## config.mk

```make
export PLATFORM = sky130hd
export DESIGN_NAME = sps_sequencer
export DESIGN_NICKNAME = d
export VERILOG_FILES = /design/src/verilog/sps_pkg.sv /design/src/verilog/sps_lane_shifter.sv /design/src/verilog/sps_sequencer.sv
export SDC_FILE = /design/constraint.sdc
export NUM_CORES = 1
export LEC_CHECK = 0
export BUFFER_PORTS_ARGS = -buffer_cell sky130_fd_sc_hd__buf_2
export CORE_ASPECT_RATIO = 2
export CORE_MARGIN = 5
export CORE_UTILIZATION = 55
export CTS_CLUSTER_SIZE = 12
export DETAILED_ROUTE_END_ITERATION = 16
export PLACE_DENSITY = 0.7
export SLEW_MARGIN = 25
export SYNTH_ARGS = -nofsm -noshare
export SYNTH_HDL_FRONTEND = slang
export SYNTH_HIERARCHICAL = 1
export SYNTH_SLANG_ARGS = --single-unit
```

## constraint.sdc

```tcl
create_clock -name pclk -period 7.3 [get_ports pclk]
set_input_delay 1.825 -clock pclk [delete_from_list [all_inputs] [get_ports pclk]]
set_output_delay 1.825 -clock pclk [all_outputs]
set_load 0.01 [all_outputs]
```

## src/verilog/sps_pkg.sv

```systemverilog
// shared constants and types of the phase sequencer control block
package sps_pkg;

  // ---------------------------------------------------------------
  // register offsets (byte addresses)
  // ---------------------------------------------------------------
  localparam logic [7:0] OFF_XFER_CTRL = 8'h00;
  localparam logic [7:0] OFF_IRQ_STAT  = 8'h04;
  localparam logic [7:0] OFF_IRQ_MASK  = 8'h08;
  localparam logic [7:0] OFF_SLOT_BASE = 8'h10;
  localparam logic [7:0] OFF_SLOT_LAST = 8'h2c;
  localparam logic [7:0] SLOT_STRIDE   = 8'h04;

  // ---------------------------------------------------------------
  // transfer_control fields
  // ---------------------------------------------------------------
  localparam int XC_GO_BIT  = 0;
  localparam int XC_DONE_BIT = 2;
  localparam int XC_ERR_BIT = 3;
  localparam int XC_CNT_LSB = 4;
  localparam logic [2:0] XC_CNT_RST = 3'h0;

  // ---------------------------------------------------------------
  // phase_step_control fields
  // ---------------------------------------------------------------
  localparam int SL_ACTIVE_BIT = 0;
  localparam int SL_DONE_BIT   = 1;
  localparam int SL_ERR_BIT    = 2;
  localparam int SL_ACT_LSB    = 4;
  localparam int SL_TOT_LSB    = 8;
  localparam int SL_MODE_LSB   = 20;
  localparam logic [11:0] SL_TOT_RST = 12'h000;

  // ---------------------------------------------------------------
  // interrupt status / mask bits
  // ---------------------------------------------------------------
  localparam int IRQ_DONE_BIT = 0;
  localparam int IRQ_ERR_BIT  = 1;
  localparam logic [1:0] IRQ_RST = 2'h0;

  // bytes held by the phase data word before a dma refill is needed
  localparam logic [11:0] DMA_GROUP_BYTES = 12'h004;
  localparam logic [7:0]  DUMMY_BYTE      = 8'hff;

  typedef enum logic [1:0] {
    LANE_SINGLE = 2'h0,
    LANE_DUAL   = 2'h1,
    LANE_QUAD   = 2'h2,
    LANE_BAD    = 2'h3
  } sps_lane_t;

  typedef enum logic [1:0] {
    ACT_TX    = 2'h0,
    ACT_DUMMY = 2'h1,
    ACT_RX    = 2'h2,
    ACT_POLL  = 2'h3
  } sps_act_t;

  typedef enum logic [2:0] {
    ST_IDLE  = 3'h0,
    ST_PHASE = 3'h1,
    ST_BYTE  = 3'h2,
    ST_WAIT  = 3'h3,
    ST_POLL  = 3'h4,
    ST_STEP  = 3'h5,
    ST_DRAIN = 3'h6
  } sps_state_t;

endpackage : sps_pkg

```

## src/verilog/sps_lane_shifter.sv

```systemverilog
// one-byte serialiser over one, two or four lanes, paced by link clock edges
`timescale 1ns/1ps
module sps_lane_shifter
  import sps_pkg::*;
(
  input  wire logic            pclk,
  input  wire logic            presetn,
  input  wire logic            ce,
  input  wire logic            start,
  input  wire logic [7:0]      tx_byte,
  input  wire sps_pkg::sps_lane_t lanes,
  input  wire logic            drive,
  input  wire logic            link_rise,
  input  wire logic            link_fall,
  input  wire logic [3:0]      io_in,
  output logic      [3:0]      io_out,
  output logic      [3:0]      io_oe,
  output logic      [7:0]      rx_byte,
  output logic                 done
);

  logic [7:0] sr_reg;
  logic [3:0] steps_reg;
  logic       busy_reg;
  logic       armed_reg;
  logic [7:0] sr_next;
  logic [3:0] top_bits;

  always_comb
  begin
    case (lanes)
      LANE_DUAL:
      begin
        sr_next  = {sr_reg[5:0], io_in[1:0]};
        top_bits = {2'b00, sr_reg[7:6]};
      end
      LANE_QUAD:
      begin
        sr_next  = {sr_reg[3:0], io_in[3:0]};
        top_bits = sr_reg[7:4];
      end
      default:
      begin
        // single lane: out on lane 0, in on lane 1
        sr_next  = {sr_reg[6:0], io_in[1]};
        top_bits = {3'b000, sr_reg[7]};
      end
    endcase
  end

  // ---------------------------------------------------------------
  // shift engine
  // ---------------------------------------------------------------
  // data leaves on the falling edge and is sampled on the next rising one
  always_ff @(posedge pclk or negedge presetn)
  begin
    if (!presetn)
    begin
      sr_reg    <= 8'h00;
      steps_reg <= 4'h0;
      busy_reg  <= 1'b0;
      armed_reg <= 1'b0;
      io_out    <= 4'h0;
      io_oe     <= 4'h0;
      done      <= 1'b0;
    end
    else if (ce)
    begin
      done <= 1'b0;
      if (start)
      begin
        sr_reg    <= tx_byte;
        busy_reg  <= 1'b1;
        armed_reg <= 1'b0;
        case (lanes)
          LANE_DUAL:
          begin
            steps_reg <= 4'h4;
            io_oe     <= drive ? 4'h3 : 4'h0;
          end
          LANE_QUAD:
          begin
            steps_reg <= 4'h2;
            io_oe     <= drive ? 4'hf : 4'h0;
          end
          default:
          begin
            steps_reg <= 4'h8;
            io_oe     <= 4'h1;
          end
        endcase
      end
      else if (busy_reg && link_fall)
      begin
        io_out    <= top_bits;
        armed_reg <= 1'b1;
      end
      else if (busy_reg && armed_reg && link_rise)
      begin
        sr_reg    <= sr_next;
        steps_reg <= steps_reg - 4'h1;
        armed_reg <= 1'b0;
        if (steps_reg == 4'h1)
        begin
          busy_reg <= 1'b0;
          io_oe    <= 4'h0;
          done     <= 1'b1;
        end
      end
    end
  end

  assign rx_byte = sr_reg;

endmodule : sps_lane_shifter

```

## src/verilog/sps_sequencer.sv

```systemverilog
// multi-phase serial flash sequencer: apb registers, phase walk, link timing
//
// Design decision made here: the APB slave port.
`timescale 1ns/1ps
module sps_sequencer
  import sps_pkg::*;
#(
  parameter int SLOTS = 8
)
(
  input  wire logic        pclk,
  input  wire logic        presetn,
  input  wire logic        ce,
  input  wire logic        psel,
  input  wire logic        penable,
  input  wire logic        pwrite,
  input  wire logic [7:0]  paddr,
  input  wire logic [31:0] pwdata,
  output logic      [31:0] prdata,
  output logic             pready,
  output logic             pslverr,
  output logic             irq,
  input  wire logic        link_clk,
  output logic             flash_cs_n,
  input  wire logic [3:0]  flash_io_in,
  output logic      [3:0]  flash_io_out,
  output logic      [3:0]  flash_io_oe,
  output logic      [1:0]  tx_byte_index,
  input  wire logic [7:0]  tx_byte,
  output logic      [7:0]  rx_byte,
  output logic             rx_valid,
  input  wire logic        poll_pass,
  input  wire logic        poll_fail,
  output logic             dma_req,
  input  wire logic        dma_ack
);
  import sps_pkg::*;

  // ---------------------------------------------------------------
  // state
  // ---------------------------------------------------------------
  sps_state_t  state_reg;
  logic [2:0]  step_count_field_reg;
  logic        xfer_done_reg;
  logic        xfer_err_reg;
  logic [1:0]  irq_stat_reg;
  logic [1:0]  irq_mask_reg;
  sps_lane_t   slot_mode_reg [SLOTS];
  logic [11:0] step_byte_total_reg [SLOTS];
  sps_act_t    slot_act_reg [SLOTS];
  logic [SLOTS-1:0] slot_done_reg;
  logic [SLOTS-1:0] slot_err_reg;
  logic [SLOTS-1:0] slot_active_reg;
  logic [2:0]  cur_reg;
  logic [11:0] byte_idx_reg;
  logic [3:0]  dma_pending_reg;
  logic        lclk_s1_reg;
  logic        lclk_s2_reg;
  logic        lclk_s3_reg;
  logic [3:0]  io_s1_reg;
  logic [3:0]  io_s2_reg;

  // ---------------------------------------------------------------
  // apb decode
  // ---------------------------------------------------------------
  logic        access;
  logic        wr_fire;
  logic        slot_hit;
  logic [2:0]  slot_idx;
  logic        go_fire;
  logic        xfer_end;
  logic        err_end;
  logic        link_rise;
  logic        link_fall;
  logic        eng_start;
  logic        eng_done;
  logic [7:0]  eng_rx;
  logic [7:0]  eng_tx;
  sps_lane_t   cur_mode;
  sps_act_t    cur_act;
  logic [11:0] cur_total;
  logic        last_byte;
  logic        group_end;
  logic        dma_use;

  assign access   = psel && penable && !pready;
  // a write lands at the edge where the master sees pready high
  assign wr_fire  = psel && penable && pwrite && pready;
  assign slot_hit = (paddr >= OFF_SLOT_BASE) && (paddr <= OFF_SLOT_LAST) && (paddr[1:0] == 2'b00);
  assign slot_idx = 3'((paddr - OFF_SLOT_BASE) >> 2);
  assign go_fire  = wr_fire && (paddr == OFF_XFER_CTRL) && pwdata[XC_GO_BIT] && (state_reg == ST_IDLE);

  assign cur_mode  = slot_mode_reg[cur_reg];
  assign cur_act   = slot_act_reg[cur_reg];
  assign cur_total = step_byte_total_reg[cur_reg];
  assign last_byte = (byte_idx_reg + 12'h001) >= cur_total;
  assign dma_use   = (cur_total > DMA_GROUP_BYTES) && ((cur_act == ACT_TX) || (cur_act == ACT_RX));
  assign group_end = (byte_idx_reg[1:0] == 2'h3) || last_byte;
  assign eng_tx    = (cur_act == ACT_DUMMY) ? DUMMY_BYTE : tx_byte;
  assign eng_start = (state_reg == ST_BYTE);
  assign xfer_end  = (state_reg == ST_DRAIN) && (dma_pending_reg == 4'h0);
  assign err_end   = xfer_end && (|slot_err_reg);

  // ---------------------------------------------------------------
  // apb read path and handshake
  // ---------------------------------------------------------------
  // one wait state: data is prepared in the first access cycle
  always_ff @(posedge pclk or negedge presetn)
  begin
    if (!presetn)
    begin
      pready  <= 1'b0;
      pslverr <= 1'b0;
      prdata  <= 32'h0000_0000;
    end
    else if (ce)
    begin
      pready  <= access;
      pslverr <= 1'b0;
      if (access)
      begin
        prdata <= 32'h0000_0000;
        if (paddr == OFF_XFER_CTRL)
        begin
          prdata[XC_GO_BIT]                <= (state_reg != ST_IDLE);
          prdata[XC_DONE_BIT]              <= xfer_done_reg;
          prdata[XC_ERR_BIT]               <= xfer_err_reg;
          prdata[XC_CNT_LSB+2:XC_CNT_LSB]  <= step_count_field_reg;
        end
        else if (paddr == OFF_IRQ_STAT)
          prdata[1:0] <= irq_stat_reg;
        else if (paddr == OFF_IRQ_MASK)
          prdata[1:0] <= irq_mask_reg;
        else if (slot_hit)
        begin
          // top byte and unused bits stay zero
          prdata[SL_MODE_LSB+1:SL_MODE_LSB] <= slot_mode_reg[slot_idx];
          prdata[SL_TOT_LSB+11:SL_TOT_LSB]  <= step_byte_total_reg[slot_idx];
          prdata[SL_ACT_LSB+1:SL_ACT_LSB]   <= slot_act_reg[slot_idx];
          prdata[SL_ERR_BIT]                <= slot_err_reg[slot_idx];
          prdata[SL_DONE_BIT]               <= slot_done_reg[slot_idx];
          prdata[SL_ACTIVE_BIT]             <= slot_active_reg[slot_idx];
        end
        else
          pslverr <= 1'b1;
      end
    end
  end

  // ---------------------------------------------------------------
  // transfer_control
  // ---------------------------------------------------------------
  always_ff @(posedge pclk or negedge presetn)
  begin
    if (!presetn)
      step_count_field_reg <= XC_CNT_RST;
    else if (ce && wr_fire && (paddr == OFF_XFER_CTRL) && (state_reg == ST_IDLE))
      step_count_field_reg <= pwdata[XC_CNT_LSB+2:XC_CNT_LSB];
  end

  // hardware set wins over a software clear in the same cycle
  always_ff @(posedge pclk or negedge presetn)
  begin
    if (!presetn)
    begin
      xfer_done_reg <= 1'b0;
      xfer_err_reg  <= 1'b0;
    end
    else if (ce)
    begin
      if (xfer_end)
      begin
        xfer_done_reg <= 1'b1;
        if (err_end)
          xfer_err_reg <= 1'b1;
      end
      else if (go_fire)
      begin
        xfer_done_reg <= 1'b0;
        xfer_err_reg  <= 1'b0;
      end
      else if (wr_fire && (paddr == OFF_XFER_CTRL))
      begin
        if (!pwdata[XC_DONE_BIT])
          xfer_done_reg <= 1'b0;
        if (!pwdata[XC_ERR_BIT])
          xfer_err_reg <= 1'b0;
      end
    end
  end

  // ---------------------------------------------------------------
  // interrupt status and mask
  // ---------------------------------------------------------------
  always_ff @(posedge pclk or negedge presetn)
  begin
    if (!presetn)
    begin
      irq_stat_reg <= IRQ_RST;
      irq_mask_reg <= IRQ_RST;
      irq          <= 1'b0;
    end
    else if (ce)
    begin
      irq <= |(irq_stat_reg & irq_mask_reg);
      if (wr_fire && (paddr == OFF_IRQ_MASK))
        irq_mask_reg <= pwdata[1:0];
      for (int b = 0; b < 2; b++)
      begin
        if (wr_fire && (paddr == OFF_IRQ_STAT) && pwdata[b])
          irq_stat_reg[b] <= 1'b0;
      end
      if (xfer_end)
        irq_stat_reg[IRQ_DONE_BIT] <= 1'b1;
      if (err_end)
        irq_stat_reg[IRQ_ERR_BIT] <= 1'b1;
    end
  end

  // ---------------------------------------------------------------
  // phase slots
  // ---------------------------------------------------------------
  always_ff @(posedge pclk or negedge presetn)
  begin
    if (!presetn)
    begin
      for (int k = 0; k < SLOTS; k++)
      begin
        slot_mode_reg[k]       <= LANE_SINGLE;
        step_byte_total_reg[k] <= SL_TOT_RST;
        slot_act_reg[k]        <= ACT_TX;
      end
    end
    else if (ce && wr_fire && slot_hit)
    begin
      // the forbidden lane code is refused and the old mode kept
      if (pwdata[SL_MODE_LSB+1:SL_MODE_LSB] != LANE_BAD)
        slot_mode_reg[slot_idx] <= sps_lane_t'(pwdata[SL_MODE_LSB+1:SL_MODE_LSB]);
      step_byte_total_reg[slot_idx] <= pwdata[SL_TOT_LSB+11:SL_TOT_LSB];
      slot_act_reg[slot_idx]        <= sps_act_t'(pwdata[SL_ACT_LSB+1:SL_ACT_LSB]);
    end
  end

  always_ff @(posedge pclk or negedge presetn)
  begin
    if (!presetn)
    begin
      slot_done_reg   <= '0;
      slot_err_reg    <= '0;
      slot_active_reg <= '0;
    end
    else if (ce)
    begin
      if (go_fire)
      begin
        slot_done_reg <= '0;
        slot_err_reg  <= '0;
      end
      else if (state_reg == ST_STEP)
      begin
        slot_done_reg[cur_reg]   <= 1'b1;
        slot_active_reg[cur_reg] <= 1'b0;
      end
      else if (state_reg == ST_PHASE)
        slot_active_reg[cur_reg] <= 1'b1;
      if ((state_reg == ST_POLL) && poll_fail && !poll_pass)
        slot_err_reg[cur_reg] <= 1'b1;
    end
  end

  // ---------------------------------------------------------------
  // phase walk
  // ---------------------------------------------------------------
  always_ff @(posedge pclk or negedge presetn)
  begin
    if (!presetn)
    begin
      state_reg    <= ST_IDLE;
      cur_reg      <= 3'h0;
      byte_idx_reg <= 12'h000;
      flash_cs_n   <= 1'b1;
    end
    else if (ce)
    begin
      case (state_reg)
        ST_IDLE:
        begin
          if (go_fire)
          begin
            cur_reg    <= 3'h0;
            flash_cs_n <= 1'b0;
            state_reg  <= ST_PHASE;
          end
        end
        ST_PHASE:
        begin
          byte_idx_reg <= 12'h000;
          // a poll phase ignores the byte count
          if ((cur_total == 12'h000) && (cur_act != ACT_POLL))
            state_reg <= ST_STEP;
          else
            state_reg <= ST_BYTE;
        end
        ST_BYTE:
          state_reg <= ST_WAIT;
        ST_WAIT:
        begin
          if (eng_done)
          begin
            if (cur_act == ACT_POLL)
              state_reg <= ST_POLL;
            else if (last_byte)
              state_reg <= ST_STEP;
            else
            begin
              byte_idx_reg <= byte_idx_reg + 12'h001;
              state_reg    <= ST_BYTE;
            end
          end
        end
        ST_POLL:
        begin
          if (poll_pass || poll_fail)
            state_reg <= ST_STEP;
          else
            state_reg <= ST_BYTE;
        end
        ST_STEP:
        begin
          if (cur_reg == step_count_field_reg)
          begin
            flash_cs_n <= 1'b1;
            state_reg  <= ST_DRAIN;
          end
          else
          begin
            cur_reg   <= cur_reg + 3'h1;
            state_reg <= ST_PHASE;
          end
        end
        ST_DRAIN:
        begin
          if (dma_pending_reg == 4'h0)
            state_reg <= ST_IDLE;
        end
        default:
          state_reg <= ST_IDLE;
      endcase
    end
  end

  // ---------------------------------------------------------------
  // data side: byte index, receive strobe, dma requests
  // ---------------------------------------------------------------
  // pending count wraps to zero on the 16th unacknowledged group; a dma that lags further is lost from the count
  always_ff @(posedge pclk or negedge presetn)
  begin
    if (!presetn)
    begin
      tx_byte_index   <= 2'h0;
      rx_byte         <= 8'h00;
      rx_valid        <= 1'b0;
      dma_req         <= 1'b0;
      dma_pending_reg <= 4'h0;
    end
    else if (ce)
    begin
      tx_byte_index <= byte_idx_reg[1:0];
      rx_valid      <= 1'b0;
      dma_req       <= 1'b0;
      if ((state_reg == ST_WAIT) && eng_done && ((cur_act == ACT_RX) || (cur_act == ACT_POLL)))
      begin
        rx_byte  <= eng_rx;
        rx_valid <= 1'b1;
      end
      if ((state_reg == ST_WAIT) && eng_done && dma_use && group_end && !dma_ack)
      begin
        dma_req         <= 1'b1;
        dma_pending_reg <= dma_pending_reg + 4'h1;
      end
      else if ((state_reg == ST_WAIT) && eng_done && dma_use && group_end)
        dma_req <= 1'b1;
      else if (dma_ack && (dma_pending_reg != 4'h0))
        dma_pending_reg <= dma_pending_reg - 4'h1;
    end
  end

  // ---------------------------------------------------------------
  // link clock and pin synchronisers
  // ---------------------------------------------------------------
  always_ff @(posedge pclk or negedge presetn)
  begin
    if (!presetn)
    begin
      lclk_s1_reg <= 1'b0;
      lclk_s2_reg <= 1'b0;
      lclk_s3_reg <= 1'b0;
      io_s1_reg   <= 4'h0;
      io_s2_reg   <= 4'h0;
    end
    else if (ce)
    begin
      lclk_s1_reg <= link_clk;
      lclk_s2_reg <= lclk_s1_reg;
      lclk_s3_reg <= lclk_s2_reg;
      io_s1_reg   <= flash_io_in;
      io_s2_reg   <= io_s1_reg;
    end
  end

  assign link_rise = lclk_s2_reg && !lclk_s3_reg;
  assign link_fall = !lclk_s2_reg && lclk_s3_reg;

  sps_lane_shifter u_shift (
    .pclk      (pclk),
    .presetn   (presetn),
    .ce        (ce),
    .start     (eng_start),
    .tx_byte   (eng_tx),
    .lanes     (cur_mode),
    .drive     ((cur_act == ACT_TX) || (cur_act == ACT_DUMMY)),
    .link_rise (link_rise),
    .link_fall (link_fall),
    .io_in     (io_s2_reg),
    .io_out    (flash_io_out),
    .io_oe     (flash_io_oe),
    .rx_byte   (eng_rx),
    .done      (eng_done)
  );

endmodule : sps_sequencer
```

==> results.py <==
metrics = {
    "floorplanning": {
        "start_util_pct": 55.4,
        "dieHeight_um": 231,
        "io_pins": 118,
        "core_area_um2": 24300,
        "fp-row-count": 81,
        "design.die.area_um2": 27900,
        "die_x_um": 121,
    },
    "cells_and_area": {
        "antenna_cells": 0,
        "drive_above_1_share_pct": 21.7,
        "fin_nets": 1450,
        "areaGrowthSynthToFinish_pct": 9.83,
        "finalCoreUtilization_pct": 60.9,
        "largest_reg_flops": 96,
        "stdcell_count": 1670,
    },
    "synth": {
        "synth-edff-count": 0,
        "yosysUniqueCellTypes": 70,
        "yosysSeqAreaShare_pct": 47.0,
        "ys_seq_elements": 253,
        "synth_top_area_share_pct": 46.8,
        "netlist_area_um2": 13500,
        "synthArstFlopShare_pct": 100,
        "synth.most_common_cell": "nand2_1",
        "synth_flop_cell": "dfrtp_1",
        "ys_warn_count": 6,
        "synth.largest_area_cell": "dfrtp_1",
        "synth.top_cells.by_area": "dfrtp_1 47%, mux4_2 8.0%, mux2_2 7.6%, nand2_1 7.5%, mux2i_1 3.3%",
        "avgSynthCellArea_um2": 10.3,
        "synth_cells": 1308,
        "synthTopCellsByCount": "269 x nand2_1, 252 x dfrtp_1, 98 x nor2_1",
    },
    "critical_path": {
        "path_cells": "buf_4 > mux2_2 > a221o_1 > a221o_1 > ha_1 > nor2b_1 > o21ai_0 > a21oi_1 > o21ai_0 > o2111ai_1 > a21oi_2 > nand2b_1 > ha_1 > a21o_1 > a21oi_1 > and3b_1 > o32a_1",
        "end_kind": "flip-flop",
        "path_class": "reg2reg",
        "crit_family": "compound AO/OA/AOI/OAI gates",
        "cp.required_ps": 7720,
        "crit_slowest_cell": "dfrtp_2",
        "path_buf_inv": 1,
        "crit_path_max_incr_delay_ps": 690,
        "cp.arrival_ps": 5850,
        "cp-start-kind": "flip-flop",
        "cp_max_fo": 21,
    },
    "global_routing": {
        "grtUsageTotal_pct": 26.9,
        "grt_max_degree": 130,
        "overflow": 0,
        "grt_pass1_vias": 10743,
        "antenna_found_initial": 0,
        "grt_pass1_wl_um": 58800,
    },
    "route": {
        "dr.pass1.iters": 5,
        "avgViaCountPerCell": 6.32,
        "dr_total_vias": 10562,
        "routed_wl_um": 37200,
        "post_drt_wl_per_cell_um": 22.3,
        "drt_iter0_drc": 919,
        "ant_nets": 0,
        "drc": 0,
    },
    "clock_network": {
        "h-tree-depth": 1,
        "cts_repair_resize_count": 0,
        "cts-root-buf": "clkbuf_16",
        "cts_made_buffers": 25,
        "cts_hold_buf": 0,
        "post_cts_buffers": 0,
        "cts_tree": "built",
        "clk_pin_slew_ps": 60,
        "clkSinkCount": 253,
        "clock_latency_ps": 540,
        "cts_buffer_depth": 3,
    },
    "sta": {
        "setup_viol": 0,
        "setup_tns_ps": 0,
        "report.final.hold_viol_count": 0,
        "fin_crit_ps": 5430,
        "max_freq_mhz": 184,
        "worst_pin_slew_ps": 1040,
        "period_share_pct": 74.3,
        "drv_slew": 0,
        "rsz0062_at_grt": "false",
        "slew_headroom_pct": 30.3,
        "fin_skew_ps": 21.1,
    },
    "place": {
        "dpl.hpwl_um": 25700,
        "place_congestion": 0.866,
        "port_buffers": 95,
        "dpl.cell_count": 1627,
    },
    "hold_path": {
        "hold_class": "reg2reg",
    },
    "pwr": {
        "peakVddDrop_mv": 0.171,
        "power_mw": 2.84,
        "power_leakage_nw": 7.31,
        "powerDensity_nw_per_um2": 192,
    },
    "run_status": {
        "status": "finished clean",
    },
    "flow_run": {
        "cap_viol_max_count": 0,
    },
}
[power breakdown]
part	switching (mW)	internal [mW]	total [mW]
registers	0.0207	1.42	1.45
clock network	0.536	0.663	1.20
logic	0.117	0.0760	0.193
[through the flow]
| step | instance area [um^2] | setup slack, ps | hold slack [ps] |
|---|---|---|---|
| floorplan | 13500 | 3190 | 449 |
| global placement | 14100 | 1950 | 456 |
| detailed placement | 14100 | 1920 | 456 |
| CTS | 14800 | 1900 | 465 |
| global route | 14800 | 1700 | 494 |
| finish | 14800 | 1870 | 468 |
[worst reg2reg max path: stages, from the launching register on]
cell       delay [ps]
dfrtp_2           690
buf_4             360
mux2_2            360
a221o_1           290
a221o_1           430
ha_1              320
nor2b_1            40
o21ai_0           200
a21oi_1           110
o21ai_0           350
o2111ai_1         340
a21oi_2           440
nand2b_1          180
ha_1              300
a21o_1            150
a21oi_1           260
and3b_1           220
o32a_1            280
[worst paths after layout]
path	start	endpoint	slack (ps)	cells past startpoint
min in group asynchronous	presetn	lclk_s1_reg	1180	1
hold reg to reg	flash_cs_n	flash_cs_n	470	2
hold / removal	flash_cs_n	flash_cs_n	470	2
setup reg to reg	cur_reg[1]	dma_pending_reg[3]	1870	17
max in group asynchronous	presetn	slot_act_reg[14]	4640	3
setup / recovery	cur_reg[1]	dma_pending_reg[3]	1870	17
[logic make-up (layout without fill, tap and decap cells)]
| logic type | count (synthesis) | in the layout | share of synthesized area, % |
|---|---|---|---|
| flip-flops | 253 | 253 | 47.0 |
| buffers and inverters | 119 | 181 | 4.06 |
| XOR/XNOR | 16 | 16 | 1.04 |
| other | 1 | 11 | 0.0278 |
| AND/OR/NAND/NOR | 483 | 483 | 15.7 |
| multiplexers | 184 | 184 | 19.0 |
| AO/OA/AOI/OAI | 229 | 229 | 11.1 |
| adder cells (fa/ha/maj) | 23 | 23 | 2.19 |
[routing by layer]
metal	GRT usage [%]	part of all wire, %	up-vias
li1	-	-	4734
met1	30.4	36	5300
met2	48.5	53	409
met3	3.15	4.9	119
met4	15.4	6.1	0
met5	0	0	-
[final cells by class]
type	instances	area [um^2]
sequential	253	6330
timing repair buffer	111	638
tap	290	363
inverter	28	105
clock buffer	42	719
fill	2012	9510
multi-input combinational	946	6650
[cell usage in the layout, fill, tap and decap left out, types with 16 or more instances in the layout]
cell type	instances
mux2_2	91
inv_1	28
nand3_1	21
dfrtp_1	250
nand2_1	269
a21oi_1	40
ha_1	22
o21ai_0	68
clkbuf_16	25
nor2_1	97
buf_2	94
mux4_2	48
mux2i_1	45
o31ai_1	16
Note: power is estimated with default switching activity, not from simulation.
